$ cat src/core/flash_host_pkg.sv
// Shared constants and types for the parallel boot-block flash host controller
`default_nettype none
package flash_host_pkg;
   // ==========================================
   // Timing
   localparam int CLK_MHZ = 200;
   localparam int ACCESS_NS = 80;
   localparam int SETUP_NS = 10;
   localparam int STROBE_NS = 50;
   localparam int RECOVER_NS = 20;
   localparam int SYNC_CYC = 2;
   localparam int ACCESS_CYC = (ACCESS_NS * CLK_MHZ + 999) / 1000;
   localparam int SETUP_CYC = (SETUP_NS * CLK_MHZ + 999) / 1000;
   localparam int STROBE_CYC = (STROBE_NS * CLK_MHZ + 999) / 1000;
   localparam int RECOVER_CYC = (RECOVER_NS * CLK_MHZ + 999) / 1000;
   localparam logic [7:0] SETUP_CNT = 8'(SETUP_CYC - 1);
   localparam logic [7:0] STROBE_CNT = 8'(STROBE_CYC - 1);
   localparam logic [7:0] READ_CNT = 8'(ACCESS_CYC + SYNC_CYC - 1);
   localparam logic [7:0] RECOVER_CNT = 8'(RECOVER_CYC - 1);
   // ==========================================
   // Register map
   localparam logic [7:0] OFF_OP = 8'h00;
   localparam logic [7:0] OFF_ADDR = 8'h04;
   localparam logic [7:0] OFF_WDATA = 8'h08;
   localparam logic [7:0] OFF_CFG = 8'h0c;
   localparam logic [7:0] OFF_STATUS = 8'h10;
   localparam logic [7:0] OFF_RDATA = 8'h14;
   localparam int OP_KIND_LSB = 0;
   localparam int OP_CODE_LSB = 8;
   localparam int CFG_WORD = 0;
   localparam int CFG_WP = 1;
   localparam int CFG_UNLOCK = 2;
   localparam int CFG_IDENT = 3;
   localparam int CFG_VPP = 4;
   localparam int CFG_SLEEP = 5;
   localparam logic [5:0] CFG_RESET = 6'h01;
   localparam int ST_BUSY = 0;
   localparam int ST_REFUSED = 1;
   localparam int ST_MODE_LSB = 4;
   // ==========================================
   // Device commands and map
   localparam logic [7:0] CMD_READ_ARRAY = 8'hff;
   localparam logic [7:0] CMD_IDENT = 8'h90;
   localparam logic [7:0] CMD_READ_STATUS = 8'h70;
   localparam logic [7:0] CMD_WRITE_SETUP = 8'h40;
   localparam logic [7:0] CMD_ERASE_SETUP = 8'h20;
   localparam logic [7:0] CMD_ERASE_GO = 8'hd0;
   localparam logic [17:0] BOOT_BOTTOM_END = 18'h02000;
   localparam logic [17:0] BOOT_TOP_START = 18'h3e000;
   typedef enum logic [1:0] {
      OP_READ = 2'h0,
      OP_CMD = 2'h1,
      OP_PROG = 2'h2,
      OP_ERASE = 2'h3
   } op_t;
   typedef enum logic [1:0] {
      MODE_ARRAY = 2'h0,
      MODE_STATUS = 2'h1,
      MODE_IDENT = 2'h2
   } mode_t;
endpackage
`default_nettype wire

$ cat src/core/pin_sync.sv
// Two-stage synchroniser for pin inputs
`default_nettype none
module pin_sync #(
   parameter int W = 16
) (
   input wire logic clk,
   input wire logic reset_n,
   input wire logic [W-1:0] pinIn,
   output logic [W-1:0] syncOut
);
   logic [W-1:0] stage_reg;
   always_ff @(posedge clk or negedge reset_n) begin
      if (!reset_n) begin
         stage_reg <= '0;
         syncOut <= '0;
      end else begin
         stage_reg <= pinIn;
         syncOut <= stage_reg;
      end
   end
endmodule
`default_nettype wire

$ cat src/core/apb_regs.sv
// APB register file of the flash host controller
`default_nettype none
module apb_regs (
   input wire logic clk,
   input wire logic reset_n,
   input wire logic psel,
   input wire logic penable,
   input wire logic pwrite,
   input wire logic [7:0] paddr,
   input wire logic [31:0] pwdata,
   output logic [31:0] prdata,
   output logic pready,
   output logic pslverr,
   output logic startOp,
   output var flash_host_pkg::op_t opKind,
   output logic [7:0] opCode,
   output logic [18:0] opAddr,
   output logic [15:0] opWdata,
   output logic [5:0] cfg,
   output logic refuseClr,
   input wire logic busy,
   input wire logic refused,
   input wire flash_host_pkg::mode_t mode,
   input wire logic [15:0] rdData
);
   import flash_host_pkg::*;
   // ==========================================
   // Decode
   wire access = psel && penable;
   wire hitOp = paddr == OFF_OP;
   wire hitAddr = paddr == OFF_ADDR;
   wire hitWdata = paddr == OFF_WDATA;
   wire hitCfg = paddr == OFF_CFG;
   wire hitStatus = paddr == OFF_STATUS;
   wire hitRdata = paddr == OFF_RDATA;
   wire mapped = hitOp | hitAddr | hitWdata | hitCfg | hitStatus | hitRdata;
   wire opBusy = hitOp && pwrite && busy;
   wire wr = access && pwrite && mapped && !opBusy;
   wire [31:0] statusWord = {26'h0, mode, 2'h0, refused, busy};
   assign pready = 1'b1;
   assign pslverr = access && (!mapped || opBusy);
   assign prdata = !(psel && !pwrite) ? 32'h0 :
                   hitOp ? {16'h0, opCode, 6'h0, opKind} :
                   hitAddr ? {13'h0, opAddr} :
                   hitWdata ? {16'h0, opWdata} :
                   hitCfg ? {26'h0, cfg} :
                   hitStatus ? statusWord :
                   hitRdata ? {16'h0, rdData} : 32'h0;
   // ==========================================
   // Registers
   always_ff @(posedge clk or negedge reset_n) begin
      if (!reset_n) begin
         opKind <= OP_READ;
         opCode <= 8'h00;
         opAddr <= 19'h00000;
         opWdata <= 16'h0000;
         cfg <= CFG_RESET;
      end else if (wr) begin
         if (hitOp) begin
            opKind <= op_t'(pwdata[OP_KIND_LSB +: 2]);
            opCode <= pwdata[OP_CODE_LSB +: 8];
         end
         if (hitAddr) opAddr <= pwdata[18:0];
         if (hitWdata) opWdata <= pwdata[15:0];
         if (hitCfg) cfg <= pwdata[5:0];
      end
   end
   always_ff @(posedge clk or negedge reset_n) begin
      if (!reset_n) begin
         startOp <= 1'b0;
         refuseClr <= 1'b0;
      end else begin
         startOp <= wr && hitOp;
         refuseClr <= wr && hitStatus && pwdata[ST_REFUSED];
      end
   end
endmodule
`default_nettype wire

$ cat src/core/flash_host.sv
// Host controller driving a parallel boot-block flash through its strobes
`default_nettype none
module flash_host #(
   parameter bit BOOT_TOP = 1'b0
) (
   input wire logic clk,
   input wire logic reset_n,
   input wire logic psel,
   input wire logic penable,
   input wire logic pwrite,
   input wire logic [7:0] paddr,
   input wire logic [31:0] pwdata,
   output logic [31:0] prdata,
   output logic pready,
   output logic pslverr,
   output logic chipEnableN,
   output logic outEnableN,
   output logic writeEnableN,
   output logic byteSelN,
   output logic [17:0] addrPins,
   input wire logic [15:0] dqIn,
   output logic [15:0] dqOut,
   output logic [15:0] dqOe,
   output logic wpPin,
   output logic resetPowerdownN,
   output logic unlockHighVoltage,
   output logic programSupplyHigh,
   output logic identHighVoltage
);
   import flash_host_pkg::*;
   typedef enum logic [3:0] {
      S_IDLE = 4'b0001,
      S_SETUP = 4'b0010,
      S_STROBE = 4'b0100,
      S_RECOVER = 4'b1000
   } state_t;
   // ==========================================
   // Register file and pin synchroniser
   logic startOp;
   logic refuseClr;
   op_t opKind;
   logic [7:0] opCode;
   logic [18:0] opAddr;
   logic [15:0] opWdata;
   logic [5:0] cfg;
   logic [15:0] syncDq;
   state_t state_reg, state_next;
   logic [7:0] count_reg, count_next;
   logic phase_reg, phase_next;
   op_t kind_reg;
   logic [7:0] code_reg;
   logic [15:0] wdata_reg;
   logic wordMode_reg;
   logic [15:0] rdata_reg;
   logic [7:0] lastCode_reg;
   mode_t mode_reg;
   logic refused_reg;
   logic [2:0] hold_reg;
   logic addrLow_reg;
   wire busy = state_reg != S_IDLE;
   apb_regs regs (
      .clk(clk),
      .reset_n(reset_n),
      .psel(psel),
      .penable(penable),
      .pwrite(pwrite),
      .paddr(paddr),
      .pwdata(pwdata),
      .prdata(prdata),
      .pready(pready),
      .pslverr(pslverr),
      .startOp(startOp),
      .opKind(opKind),
      .opCode(opCode),
      .opAddr(opAddr),
      .opWdata(opWdata),
      .cfg(cfg),
      .refuseClr(refuseClr),
      .busy(busy),
      .refused(refused_reg),
      .mode(mode_reg),
      .rdData(rdata_reg)
   );
   pin_sync #(.W(16)) dqSync (
      .clk(clk),
      .reset_n(reset_n),
      .pinIn(dqIn),
      .syncOut(syncDq)
   );
   // ==========================================
   // Decode
   wire accept = startOp && !busy;
   wire wordCfg = cfg[CFG_WORD];
   wire [17:0] startWord = wordCfg ? opAddr[17:0] : opAddr[18:1];
   wire bootHit = BOOT_TOP ? (startWord >= BOOT_TOP_START) : (startWord < BOOT_BOTTOM_END);
   wire changesArray = opKind == OP_PROG || opKind == OP_ERASE;
   wire unlocked = cfg[CFG_WP] || cfg[CFG_UNLOCK];
   wire refuse = accept && changesArray && bootHit && !unlocked;
   wire isRead = kind_reg == OP_READ;
   wire twoCycle = kind_reg == OP_PROG || kind_reg == OP_ERASE;
   wire dataPhase = phase_reg && kind_reg == OP_PROG;
   wire [7:0] setupCode = kind_reg == OP_CMD ? code_reg :
                          kind_reg == OP_PROG ? CMD_WRITE_SETUP : CMD_ERASE_SETUP;
   wire [7:0] curCode = !phase_reg ? setupCode : dataPhase ? wdata_reg[7:0] : CMD_ERASE_GO;
   wire [15:0] driveWord = dataPhase ? wdata_reg : {8'h00, curCode};
   wire strobeEnd = state_reg == S_STROBE && count_reg == 8'h00;
   wire opEnd = state_reg == S_RECOVER && count_reg == 8'h00 && !(twoCycle && !phase_reg);
   wire driveNext = state_next != S_IDLE && !isRead;
   wire wideNext = wordMode_reg && dataPhase;
   wire holdPins = busy || accept;
   // ==========================================
   // Sequencer
   always_comb begin
      state_next = state_reg;
      count_next = count_reg;
      phase_next = phase_reg;
      unique case (state_reg)
         S_IDLE: begin
            if (accept && !refuse) begin
               state_next = S_SETUP;
               count_next = SETUP_CNT;
               phase_next = 1'b0;
            end
         end
         S_SETUP: begin
            if (count_reg == 8'h00) begin
               state_next = S_STROBE;
               count_next = isRead ? READ_CNT : STROBE_CNT;
            end else begin
               count_next = count_reg - 8'h01;
            end
         end
         S_STROBE: begin
            if (count_reg == 8'h00) begin
               state_next = S_RECOVER;
               count_next = RECOVER_CNT;
            end else begin
               count_next = count_reg - 8'h01;
            end
         end
         S_RECOVER: begin
            if (count_reg != 8'h00) begin
               count_next = count_reg - 8'h01;
            end else if (twoCycle && !phase_reg) begin
               state_next = S_SETUP;
               count_next = SETUP_CNT;
               phase_next = 1'b1;
            end else begin
               state_next = S_IDLE;
            end
         end
      endcase
   end
   always_ff @(posedge clk or negedge reset_n) begin
      if (!reset_n) begin
         state_reg <= S_IDLE;
         count_reg <= 8'h00;
         phase_reg <= 1'b0;
      end else begin
         state_reg <= state_next;
         count_reg <= count_next;
         phase_reg <= phase_next;
      end
   end
   // ==========================================
   // Operation latch
   always_ff @(posedge clk or negedge reset_n) begin
      if (!reset_n) begin
         kind_reg <= OP_READ;
         code_reg <= 8'h00;
         wdata_reg <= 16'h0000;
         wordMode_reg <= CFG_RESET[CFG_WORD];
         addrPins <= 18'h00000;
         addrLow_reg <= 1'b0;
      end else if (accept) begin
         kind_reg <= opKind;
         code_reg <= opCode;
         wdata_reg <= opWdata;
         wordMode_reg <= wordCfg;
         addrPins <= startWord;
         addrLow_reg <= opAddr[0];
      end
   end
   // ==========================================
   // Strobes and data pins
   logic [15:0] oeNext;
   logic [15:0] outNext;
   genvar i;
   generate
      for (i = 0; i < 16; i++) begin : gDq
         if (i == 15) begin : gTop
            assign oeNext[i] = wordMode_reg ? (driveNext && wideNext) : 1'b1;
            assign outNext[i] = wordMode_reg ? driveWord[i] : addrLow_reg;
         end else if (i < 8) begin : gLow
            assign oeNext[i] = driveNext;
            assign outNext[i] = driveWord[i];
         end else begin : gHigh
            assign oeNext[i] = driveNext && wideNext;
            assign outNext[i] = driveWord[i];
         end
      end
   endgenerate
   always_ff @(posedge clk or negedge reset_n) begin
      if (!reset_n) begin
         chipEnableN <= 1'b1;
         outEnableN <= 1'b1;
         writeEnableN <= 1'b1;
         dqOe <= 16'h0000;
         dqOut <= 16'h0000;
      end else begin
         chipEnableN <= state_next != S_STROBE;
         outEnableN <= !(state_next == S_STROBE && isRead);
         writeEnableN <= !(state_next == S_STROBE && !isRead);
         dqOe <= oeNext;
         dqOut <= outNext;
      end
   end
   // ==========================================
   // Read capture, mode shadow and refusal flag
   always_ff @(posedge clk or negedge reset_n) begin
      if (!reset_n) begin
         rdata_reg <= 16'h0000;
         lastCode_reg <= 8'h00;
      end else if (strobeEnd) begin
         if (isRead) rdata_reg <= wordMode_reg ? syncDq : {8'h00, syncDq[7:0]};
         else lastCode_reg <= curCode;
      end
   end
   always_ff @(posedge clk or negedge reset_n) begin
      if (!reset_n) begin
         mode_reg <= MODE_ARRAY;
      end else if (opEnd && twoCycle) begin
         mode_reg <= MODE_STATUS;
      end else if (opEnd && kind_reg == OP_CMD) begin
         if (code_reg == CMD_READ_ARRAY) mode_reg <= MODE_ARRAY;
         else if (code_reg == CMD_IDENT) mode_reg <= MODE_IDENT;
         else if (code_reg == CMD_READ_STATUS) mode_reg <= MODE_STATUS;
      end
   end
   always_ff @(posedge clk or negedge reset_n) begin
      if (!reset_n) refused_reg <= 1'b0;
      else if (refuse) refused_reg <= 1'b1;
      else if (refuseClr) refused_reg <= 1'b0;
   end
   // ==========================================
   // Supply and protection pins
   always_ff @(posedge clk or negedge reset_n) begin
      if (!reset_n) begin
         hold_reg <= 3'h0;
         programSupplyHigh <= 1'b0;
         byteSelN <= CFG_RESET[CFG_WORD];
         resetPowerdownN <= 1'b1;
         identHighVoltage <= 1'b0;
      end else begin
         if (!holdPins) hold_reg <= {cfg[CFG_UNLOCK], cfg[CFG_WP], cfg[CFG_VPP]};
         programSupplyHigh <= hold_reg[0] || (busy && twoCycle);
         byteSelN <= holdPins ? wordMode_reg : wordCfg;
         resetPowerdownN <= !cfg[CFG_SLEEP];
         identHighVoltage <= cfg[CFG_IDENT];
      end
   end
   assign wpPin = hold_reg[1];
   assign unlockHighVoltage = hold_reg[2];
endmodule
`default_nettype wire

$ cat config.mk
export PLATFORM = sky130hd
export DESIGN_NAME = flash_host
export DESIGN_NICKNAME = d
export VERILOG_FILES = /design/src/core/flash_host_pkg.sv /design/src/core/pin_sync.sv /design/src/core/apb_regs.sv /design/src/core/flash_host.sv
export SDC_FILE = /design/constraint.sdc
export NUM_CORES = 1
export LEC_CHECK = 0
export BUFFER_PORTS_ARGS = -buffer_cell sky130_fd_sc_hd__buf_4
export CAP_MARGIN = 25
export CORE_MARGIN = 4
export CORE_UTILIZATION = 35
export DETAILED_ROUTE_END_ITERATION = 16
export PLACE_DENSITY = 0.55
export RECOVER_POWER = 100
export SKIP_CTS_REPAIR_TIMING = 1
export SLEW_MARGIN = 20
export SYNTH_ARGS = -nofsm -noshare
export SYNTH_HDL_FRONTEND = slang
export SYNTH_HIERARCHICAL = 1
export SYNTH_SLANG_ARGS = --single-unit
$ cat constraint.sdc
create_clock -name clk -period 4.49 [get_ports clk]
set_input_delay 0.6735 -clock clk [delete_from_list [all_inputs] [get_ports clk]]
set_output_delay 0.6735 -clock clk [all_outputs]
set_load 0.02 [all_outputs]
After elaboration in Yosys (flattened, before gate mapping). Cells that the tools add are included.

Logic and storage cells: 166. Output and inout port bits: 93. Input bits: 61. Flip-flop bits (word level): 205.

Bitwise logic cells: 5. $add $sub $neg: 1. Mux-type cells: 40. Equal/unequal tests: 25. Magnitude comparators: 1. Reductions and logical operators: 63.

Operators by type and width (count): 32-bit two-way mux (6); 8-bit two-way mux (7); 16-bit two-way mux (3); 8-bit case mux with 4 select lines (1); 1-bit logical AND (29); 18-bit by 14-bit < comparator with 1-bit output (second input constant) (1); 18-bit two-way mux (1); 8-bit by 4-bit == test with 1-bit output (second input constant) (2); 8-bit by 5-bit == test with 1-bit output (second input constant) (2); 8-bit == test (second input constant) (2); 8-bit zero test (2); 4-bit two-way mux (4); 4-bit case mux with 4 select lines (1); 2-bit AND reduction (7); 1-bit zero test (12); 2-bit two-way mux (6); 2-bit == test (second input constant) (4); 4-bit by 3-bit == test with 1-bit output (second input constant) (2); 8-bit by 3-bit == test with 1-bit output (second input constant) (1); 8-bit by 7-bit == test with 1-bit output (second input constant) (1); 1-bit two-way mux (8); 4-bit by 1-bit != test with 1-bit output (second input constant) (2); 8-bit nonzero test (1); 8-bit by 1-bit subtractor with 8-bit output (second input constant) (1); 17 further kinds (29).

Logic depth before layout (Yosys ltp). Gate-level depths: netlist (run 1).

Word-level depth: 14. Gate-level depth with buffers: 8. Depth with buffers taken out: 7.

Cells and area by module. Netlist (run 1), hierarchy kept.

By module, submodules not included: flash_host (area an instance 4683.2 µm², instances 1, cells each 402, seq. area each 2686.3 µm²); apb_regs (area an instance 2996.6 µm², instances 1, cells each 269, seq. area each 1327.5 µm²); pin_sync (area an instance 800.8 µm², instances 1, cells each 32, seq. area each 800.8 µm²).

Least setup slack after synthesis (run 1). No wires, ideal clock.

Path kind: input port to output port. Start point: in paddr[2]. End point: out prdata[4]. Stages on the path: 5. Buffers on the path: 3. Slack: 1.036 ns. Data required time: 3.817 ns. Arrival time: 2.780 ns. Cell sequence: buf_2 > buf_1 > buf_1 > a32oi_1 > a2111oi_0.

Longest elaborated chain between the ends: 8. Elaborated cells on any way between the ends: 13. Those cells by class: 5 x eq/ne; 7 x mux; 1 x reduce/logical.

Ends and longest elaborated chain: from (decl) (RTL line flash_host.sv:11) `input wire logic [7:0] paddr,`; 8-bit by 5-bit == test with 1-bit output (RTL line apb_regs.sv:35) `wire hitRdata = paddr == OFF_RDATA;`; 16-bit two-way mux (RTL line apb_regs.sv:48) `hitRdata ? {16'h0, rdData} : 32'h0;`; 32-bit two-way mux (RTL line apb_regs.sv:47) `hitStatus ? statusWord :`; 32-bit two-way mux (RTL line apb_regs.sv:46) `hitCfg ? {26'h0, cfg} :`; 32-bit two-way mux (RTL line apb_regs.sv:45) `hitWdata ? {16'h0, opWdata} :`; 32-bit two-way mux (RTL line apb_regs.sv:44) `hitAddr ? {13'h0, opAddr} :`; 32-bit two-way mux * (RTL line apb_regs.sv:43) `hitOp ? {16'h0, opCode, 6'h0, opKind} :`; 32-bit two-way mux * (RTL line apb_regs.sv:42) `assign prdata = !(psel && !pwrite) ? 32'h0 :`; to (decl) (RTL line flash_host.sv:13) `output logic [31:0] prdata,`.

Mark *: on every way between the ends. The rest lies on a longest branch, timed or not.

Worst setup path after layout (run 1).
Start point: in paddr[4]. End point: reg regs.opWdata[11].

Longest elaborated chain between the ends: 9. Elaborated cells on any way between the ends: 17. Those cells by class: 5 x eq/ne; 5 x bitwise; 7 x reduce/logical.

Ends and longest elaborated chain: 8-bit by 3-bit == test with 1-bit output / 8-bit zero test (equally long branches) (RTL line apb_regs.sv:31, apb_regs.sv:30); 1-bit bitwise OR (5 in series) (RTL line apb_regs.sv:36) `wire mapped = hitOp | hitAddr | hitWdata | hitCfg | hitStatus | hitRdata;`; 1-bit logical AND (2 in series) (RTL line apb_regs.sv:38) `wire wr = access && pwrite && mapped && !opBusy;`; 2-bit AND reduction (no source line) *; to (signal assigned) (RTL line apb_regs.sv:64) `if (hitWdata) opWdata <= pwdata[15:0];`; to (decl) (RTL line apb_regs.sv:18) `output logic [15:0] opWdata,`.

Marked as above. A chain may end at the register's enable or synchronous reset.

==> results of run 1 <==
## final cells by class
type / count / area [um^2]
well taps: 319 / 399
clock inverters: 14 / 180
multi-input cells: 443 / 3190
flip-flops and latches: 192 / 4810
repair buffers: 134 / 693
clock buffers: 18 / 429
fillers: 2362 / 13900
inverters: 13 / 48.8
## power groups by stage
stage | registers (uW) | logic, uW | clock network [uW]
2_1_floorplan | 1790 | 61.5 | 0
3_3_place_gp | 1790 | 140 | 0
3_5_place_dp | 1790 | 142 | 0
4_1_cts | 1760 | 142 | 1600
5_1_grt | 1760 | 148 | 1680
6_report | 1760 | 132 | 1570
## kinds of logic after synthesis
| group | synth area share |
|---|---|
| DFF | 0.568 |
| and+or+nand+nor | 0.116 |
| muxes | 0.170 |
| AOI/OAI and AO/OA | 0.0896 |
| buffers and inverters | 0.0500 |
| xor gates and xnor gates | 0.00413 |
| other | 0.000886 |
| adders and majority gates | 0.00148 |
## final timing paths
check	start	end	depth (start not counted)
max	paddr[4]	regs/opWdata[11]$_DFFE_PN0P_	5
min	dqSync/stage_reg[7]$_DFF_PN0_	dqSync/syncOut[7]$_DFF_PN0_	0
max reg2reg	regs/cfg[0]$_DFFE_PN1P_	dqOe[15]$_DFF_PN0_	7
min reg2reg	dqSync/stage_reg[7]$_DFF_PN0_	dqSync/syncOut[7]$_DFF_PN0_	0
max in group asynchronous	reset_n	regs/opCode[4]$_DFFE_PN0P_	2
min in group asynchronous	reset_n	dqOut[10]$_DFF_PN0_	1
## critical path, cell delays in order
cell and delay [ns]:
buf_4 0.23, or4_1 0.72, nor3_4 0.65, nand4_1 1.07
mux2_1 0.70
## cell usage after synthesis, types with 4 or more instances
| master | instances |
|---|---|
| dfrtp_1 | 184 |
| mux2_2 | 80 |
| nand2_1 | 57 |
| o21ai_0 | 45 |
| mux2i_1 | 32 |
| buf_4 | 29 |
| clkbuf_1 | 27 |
| nor2_1 | 24 |
| nand3_1 | 20 |
| inv_1 | 13 |
| a21oi_1 | 11 |
| and2_1 | 11 |
| mux2_4 | 11 |
| a22oi_1 | 10 |
| nand2b_1 | 10 |
| a22o_1 | 8 |
| dfstp_2 | 8 |
| nor2b_1 | 8 |
| o22ai_1 | 8 |
| nor3_1 | 7 |
| buf_2 | 6 |
| or3_1 | 6 |
| a21o_1 | 5 |
| a31oi_1 | 5 |
| and3_1 | 5 |
| mux2_1 | 5 |
| buf_1 | 4 |
| nor4_1 | 4 |
## metal layers
layer / up-vias / part of all wire / track usage
li1: 2673 / - / -
met1: 2768 / 0.49 / 0.230
met2: 144 / 0.45 / 0.240
met3: 28 / 0.044 / 0.0353
met4: 0 / 0.017 / 0.0438
met5: - / 0 / 0
## stage by stage
step / power, uW / hold slack, ns / instances / util
2_1_floorplan: 1850 / 0.331 / 715 / -
3_3_place_gp: 1930 / 0.333 / 1100 / 0.404
3_5_place_dp: 1930 / 0.335 / 1101 / 0.404
4_1_cts: 3510 / 0.326 / 1133 / 0.430
5_1_grt: 3590 / 0.344 / 1133 / 0.412
6_report: 3460 / 0.349 / 1133 / 0.412
==> results.cfg, run 1 <==
[grt]
grt_max_degree = 115
grt_pass1_wl_mm = 32.6
track_usage = 0.158
grt_antenna_before_repair = 0
grt.overflow.total = 0
grt_pass1_vias = 5627

[yosys]
ys_warn_count = 6
synth.cell_area_um2 = 8480
avgSynthCellArea_um2 = 12.1
synth-edff-count = 0
yosysUniqueCellTypes = 64
async_flop_share = 1.00
syn_inst = 703
synthTopCellsByArea = dfrtp_1 (54%), mux2_2 (11%), mux2i_1 (3.8%)
synth_ff_type = dfrtp_1
yosys.area.top_type_share = 0.543
synth-seq-cells = 192
yosysSeqAreaShare = 0.568
synth_area_leader_cell = dfrtp_1

[route]
antenna_left = 0
via_count = 5613
dr.pass1.iters = 4
routed_wl_mm = 21.0
via_per_inst = 4.95
drtIter0Drc = 274
drc = 0
routedWlPerCell_um = 18.5

[timing]
hold_viol_final = 0
rsz0062_at_grt = no
finClkSkew_ns = 0.0172
tightest_slew_ns = 2.87
fin_crit_ns = 3.76
timing.final.ws_setup_ns = 0.732
timing.final.crit_share = 0.837
finalSetupViolCount = 0
finalSetupTns_ns = 0
finalMaxSlewViolations = 115
maxSlewHeadroom = -0.915
clock.fmax_ghz = 0.266

[worst_setup_path]
rrSetupSlack_ns = 0.74
critPathArrivalTime_ns = 4.06
crit_type = in2reg
cp-start-kind = input port
endpoint_kind = register
cp_max_fo = 36
worstPathRequired_ns = 4.79

[cells_and_area]
fin_area_um2 = 9760
n_antenna_cell = 0
largest-register = regs/opAddr
mostFrequentLayoutCell = dfrtp_1
top_regs = regs/opAddr: 19 flops, addrPins: 18 flops
area_delta_synth_final_pct = 15.0
layout_common_cells = dfrtp_1 (184), clkbuf_1 (81), mux2_2 (80)
largest_reg_flops = 19
drive_gt1_frac = 0.221
layout.nets = 863

[floorplan]
core.rowCount = 56
die_h_um = 164
core_um2 = 23700
die_w_um = 164
io_pins = 154
dieArea_um2 = 26800
start_util = 0.358

[clock_network]
clk_pin_slew_worst_paths_ns = 0.07
cts_buffer_depth = 2
htreeDepth = 4
clk_latency_ns = 0.43
cts_tree = built
cts.sinks = 192
cts_root_buffer = clkbuf_16
cts_made_buffers = 17

[place]
routabilityCongestion = 0.858
place_ws_ns = 0.930
hpwl_mm = 14.7
place_area_um2 = 9560
numPortBuffers = 126

[pwr]
p_leak_uw = 0.00441
power.density_nw_per_um2 = 355
clockPowerShare = 0.453
p_seq_frac = 0.509
switchingPower_uw = 780
peakVddDrop_v = 0.000199
netSwitchingFraction = 0.225
p_int_uw = 2680
combPwrFrac = 0.038

[run_status]
violations = capacitance limit, slew limit
run_status = finished with violations

[job]
max-cap-violations = 1

[min_path]
min_path_type = reg2reg
No activity file was read; power rests on OpenSTA's default activity.
==> run 2: changes to the inputs <==
==> constraint.sdc (replaced) <==
create_clock -name clk -period 3.75 [get_ports clk]
set_input_delay 0.5625 -clock clk [delete_from_list [all_inputs] [get_ports clk]]
set_output_delay 0.5625 -clock clk [all_outputs]
set_load 0.02 [all_outputs]
==> run 2 against run 1 <==
  * The run still ends with capacitance limit, slew limit left
  * Via count increased by 0.30%
  * Largest cell class unchanged
  * Setup slack lost 0.39 ns
  * Final cell count about the same
  * Sequential share of layout area shrank 0.12 points
  * Routed wire length is 0.30% lower
  * Clock power is 17% higher
  * Die area did not move
  * Non-clock buffer count increased by 1
==> results.cfg, run 2 (synthesized netlist as in run 1, its figures left out) <==
[floorplan]
core.rowCount = 56
io_pins = 154
die_h_um = 164
start_util = 0.358
core_um2 = 23700
die_w_um = 164
dieArea_um2 = 26800

[worst_setup_path]
r2r-start = regs/cfg[0]$_DFFE_PN1P_
crit-reg2reg-capture = dqOe[15]$_DFF_PN0_
crit_top_cell = clkbuf_1
crit_type = in2out
slowest_delay_ns = 0.84
worstPathRequired_ns = 3.19
worst-r2r-cell-count = 7
endpoint_kind = primary output
worst_path_max_delay_cell = nor3_2
path_cells = clkbuf_1 -> or4_1 -> nor3_2 -> a22oi_1 -> nor2_1 -> clkbuf_1
crit_family = simple AND/OR/NAND/NOR gates
critPathArrivalTime_ns = 2.84
crit_buf_inv = 2
cp_max_fo = 11
cp-start-kind = input port
rrSetupSlack_ns = 0.66

[cells_and_area]
n_fill_cell = 2374
layout_common_cells = dfrtp_1 (184), mux2_2 (79), clkbuf_1 (78)
fin_area_um2 = 9780
drive_gt1_frac = 0.226
final-seq-area_um2 = 4810
area_delta_synth_final_pct = 15.3
top_regs = regs/opAddr: 19 flops, addrPins: 18 flops
n_antenna_cell = 0
mostFrequentLayoutCell = dfrtp_1
largest-register = regs/opAddr
multi_input_area_um2 = 3200
layout.nets = 864
largest_reg_flops = 19

[pwr]
peakVddDrop_v = 0.000239
p_total_uw = 4100
p_seq_frac = 0.514
p_leak_uw = 0.00443
combPwrFrac = 0.039
switchingPower_uw = 993
netSwitchingFraction = 0.242
power.density_nw_per_um2 = 419
clockPowerShare = 0.447
p_int_uw = 3100

[job]
max-cap-violations = 2

[route]
via_per_inst = 4.96
routed_wl_mm = 21.0
antenna_left = 0
drc = 0
routedWlPerCell_um = 18.5
via_count = 5630
drtIter0Drc = 321
dr.pass1.iters = 6

[timing]
clock.fmax_ghz = 0.294
timing.final.crit_share = 0.908
finClkSkew_ns = 0.0167
hold_viol_final = 0
rsz0062_at_grt = no
maxSlewHeadroom = -0.369
fin_crit_ns = 3.41
timing.final.ws_setup_ns = 0.344
finalSetupTns_ns = 0
finalMaxSlewViolations = 136
tightest_slew_ns = 2.05
finalSetupViolCount = 0

[clock_network]
clk_latency_ns = 0.44
cts.sinks = 192
htreeDepth = 4
cts_tree = built
clk_pin_slew_worst_paths_ns = 0.08
cts_made_buffers = 17
cts_buffer_depth = 2
cts_root_buffer = clkbuf_16

[grt]
grt_pass1_wl_mm = 32.4
grt_max_degree = 83
grt_pass1_vias = 5575
grt.overflow.total = 0
grt_antenna_before_repair = 0
track_usage = 0.158

[place]
place_area_um2 = 9590
place_ws_ns = 0.644
routabilityCongestion = 0.853
numPortBuffers = 126
hpwl_mm = 14.9

[min_path]
hold_start = dqIn[2]
hold_depth = 1
hold_end = dqSync/stage_reg[2]$_DFF_PN0_
min_path_type = in2reg

[run_status]
run_status = finished with violations
violations = capacitance limit, slew limit
## run 2: layout make-up
type / instances / area share
Sequential cell: 192 / 0.492
Inverter: 13 / 0.00499
Tap cell: 319 / 0.0408
Timing Repair Buffer: 135 / 0.0738
Clock inverter: 15 / 0.0178
Multi-Input combinational cell: 443 / 0.327
Clock buffer: 17 / 0.0435
## run 2: worst max-delay path by stage
| stage | startpoint | to | depth (start not counted) |
|---|---|---|---|
| finish | paddr[4] | prdata[14] | 6 |
| global route | paddr[4] | prdata[14] | 6 |
| CTS | paddr[4] | prdata[14] | 6 |
| detailed placement | paddr[4] | prdata[14] | 6 |
| global placement | paddr[4] | prdata[14] | 6 |
| floorplan | paddr[2] | prdata[4] | 5 |
## run 2: worst reg2reg max path: stages (launching register included)
cell	delay, ns
dfstp_1	0.94
buf_4	0.37
mux2i_1	0.22
nand4_1	0.23
nand3_1	0.22
nor4b_1	0.31
clkbuf_1	0.47
o21ai_0	0.19
## run 2: metal layers
layer	global-route usage	routed length (um)
met5	0	0
met4	0.0480	370
met3	0.0315	1010
met2	0.242	9470
met1	0.227	10100
## run 2: through the flow
step	utilization	hold WS (ns)	std cells
floorplan	-	0.267	715
global placement	0.405	0.332	1102
global route	0.413	0.229	1134
detailed placement	0.405	0.335	1102
finish	0.413	0.248	1134
CTS	0.430	0.184	1134
## run 2: power by group through the flow
stage | Combinational (uW) | Sequential [uW] | Clock (uW)
after global routing | 180 | 2110 | 1950
after floorplan | 73.7 | 2140 | 0
final | 160 | 2110 | 1830
after CTS | 172 | 2110 | 1870
after global placement | 170 | 2150 | 0
after detailed placement | 171 | 2150 | 0
==> run 3: changes to the inputs <==
--- a/config.mk
+++ b/config.mk
@@ -10,11 +10,11 @@
 export CORE_MARGIN = 4
 export CORE_UTILIZATION = 35
 export DETAILED_ROUTE_END_ITERATION = 16
-export PLACE_DENSITY = 0.55
+export GPL_ROUTABILITY_DRIVEN = 0
+export PLACE_DENSITY = 0.56
 export RECOVER_POWER = 100
 export SKIP_CTS_REPAIR_TIMING = 1
 export SLEW_MARGIN = 20
 export SYNTH_ARGS = -nofsm -noshare
 export SYNTH_HDL_FRONTEND = slang
-export SYNTH_HIERARCHICAL = 1
 export SYNTH_SLANG_ARGS = --single-unit
==> run 3 against run 2 <==
  * The flow still finishes with violations (capacitance limit, slew limit)
  * Via count fell by 1.7%
  * Sequential power barely moved
  * Fmax rose by 5.2%
  * Clock skew up 0.0031 ns
  * First-iteration DRC count rose by 4.4%
  * Register-to-register slack lost 0.07 ns
  * Combinational power shrank 8%
  * Die area fell by 2.5%
  * Clock power grew 6%
  * Synthesized cell count decreased by 2.8%
  * Flip-flop and latch count unchanged
  * Power rose by 2.4%
  * Critical path type unchanged
  * Critical endpoint is now prdata[15]
==> results.cfg, run 3 <==
[worst_setup_path]
crit_top_cell = nor3_1
critPathArrivalTime_ns = 2.68
cp-start-kind = input port
worstPathRequired_ns = 3.19
cp_max_fo = 9
worst_path_max_delay_cell = clkbuf_1
endpoint_kind = primary output
rrSetupSlack_ns = 0.59
slowest_delay_ns = 0.44
crit_type = in2out
path_cells = clkbuf_4 -> nor3_1 -> nand2_1 -> nor3_1 -> clkbuf_1 -> a222oi_1 -> nor2_1 -> buf_4

[timing]
finalSetupTns_ns = 0
maxSlewHeadroom = -0.299
holdWs_ns = 0.243
hold_viol_final = 0
tightest_slew_ns = 1.95
finalSetupViolCount = 0
finClkSkew_ns = 0.0198
timing.final.crit_share = 0.864
clock.fmax_ghz = 0.309
finalMaxSlewViolations = 78
fin_crit_ns = 3.24
timing.final.ws_setup_ns = 0.511
rsz0062_at_grt = no

[yosys]
synth_ff_type = dfrtp_1
synthTopCellsByArea = dfrtp_1 (56%), mux2_2 (13%), nand2_1 (2.9%)
synth_fa_ha_area_frac = 0.00303
avgSynthCellArea_um2 = 12.1
synth-compound-area-share = 0.0915
synth_area_leader_cell = dfrtp_1
syn_inst = 683
synth_common_cells = dfrtp_1 (184), mux2_2 (92), nand2_1 (63)
yosys.area_share.simple = 0.110
synth-seq-cells = 192
synth-edff-count = 0
synth.cell_area_um2 = 8260
synth_xor_area_frac = 0.00212
ys_warn_count = 0
yosysUniqueCellTypes = 56
yosys.area.top_type_share = 0.557
async_flop_share = 1.00
yosys.cell_count.top_type = dfrtp_1
muxShareOfSynthArea = 0.159
synth_top_family_by_area = multiplexers
yosysSeqAreaShare = 0.583

[route]
drtIter0Drc = 335
routedWlPerCell_um = 18.3
routed_wl_mm = 20.5
via_per_inst = 4.95
antenna_left = 0
via_count = 5532
dr.pass1.iters = 6
drc = 0

[grt]
grt_antenna_before_repair = 0
track_usage = 0.159
grt_pass1_wl_mm = 32.4
grt_max_degree = 79
grt_pass1_vias = 5514
grt.overflow.total = 0

[floorplan]
io_pins = 154
die_w_um = 162
core.rowCount = 55
core_um2 = 22900
dieArea_um2 = 26100
die_h_um = 162
start_util = 0.360

[pwr]
peakVddDrop_v = 0.000273
power.density_nw_per_um2 = 432
p_leak_uw = 0.00440

[cells_and_area]
largest_reg_flops = 19
n_antenna_cell = 0
layout_common_cells = dfrtp_1 (184), mux2_2 (91), clkbuf_1 (82)
final_core_util = 0.423
layout.nets = 855
drive_gt1_frac = 0.237
mostFrequentLayoutCell = dfrtp_1
top_regs = regs.opAddr: 19 flops, addrPins: 18 flops
largest-register = regs.opAddr
area_delta_synth_final_pct = 17.4

[clock_network]
clk_pin_slew_worst_paths_ns = 0.09
cts_made_buffers = 17
cts.sinks = 192
cts_root_buffer = clkbuf_16
cts_buffer_depth = 2
cts_tree = built
clk_latency_ns = 0.44
htreeDepth = 4

[min_path]
min_path_type = in2reg

[place]
hpwl_mm = 14.8
place_ws_ns = 0.785
numPortBuffers = 126

[run_status]
violations = capacitance limit, slew limit
run_status = finished with violations

[job]
max-cap-violations = 1
[run 3: changes by cell type after synthesis, sizes merged, moves of 4 or more]
cell,before,now
a222oi,0,10
a22oi,10,0
mux2i,32,22
nand2,58,63
nand3,20,8
nor2,26,33
nor3,9,13
o21ai,48,39
[run 3: worst paths after layout]
check	cells past startpoint	from	to
max	8	paddr[1]	prdata[15]
min	1	dqIn[12]	dqSync.stage_reg[12]$_DFF_PN0_
max reg2reg	4	count_reg[3]$_DFFE_PN0P_	rdata_reg[6]$_DFFE_PN0P_
min reg2reg	0	dqSync.stage_reg[4]$_DFF_PN0_	dqSync.syncOut[4]$_DFF_PN0_
max in group asynchronous	2	reset_n	regs.cfg[5]$_DFFE_PN0P_
min in group asynchronous	1	reset_n	dqOut[8]$_DFF_PN0_
[run 3: cells by family (layout without fill, tap and decap cells)]
logic type / Yosys count / after routing
compound gates: 111 / 111
xor+xnor: 2 / 2
fa+ha+maj: 2 / 2
buf+inv: 78 / 188
flops: 192 / 192
mux: 118 / 118
other cells: 2 / 14
simple gates: 178 / 178
[run 3: critical path: cells and delay by family]
family	cells	cell delay [ns]
buffers and inverters	3	0.74
and+or+nand+nor	4	1.22
AOI/OAI and AO/OA	1	0.16
[run 3: final cells by class]
class	count	area, um^2
inverters	16	60.1
well taps	313	392
multi-input cells	425	3040
repair buffers	140	751
fillers	2265	13200
clock inverters	15	223
clock buffers	17	425
flip-flops and latches	192	4810
[run 3: metal layers]
layer  global-route usage  share of wire  vias up
met4               0.0408          0.014        0
met3               0.0347          0.053       18
met1                0.229           0.48     2735
met5                    0              0        -
met2                0.245           0.45      169
li1                     -              -     2610
[run 3: where the power goes]
| part | total, uW | internal [uW] | switching, uW |
|---|---|---|---|
| combinational | 147 | 50.7 | 95.9 |
| sequential | 2110 | 2090 | 12.9 |
| clock | 1940 | 994 | 947 |
[run 3: metrics by stage]
step / total power (uW) / instance area (um^2) / instances
after CTS: 4250 / 10100 / 1118
after global placement: 2300 / 9420 / 1086
final: 4190 / 9700 / 1118
after floorplan: 2200 / 8310 / 695
after global routing: 4360 / 9700 / 1118
after detailed placement: 2300 / 9420 / 1086
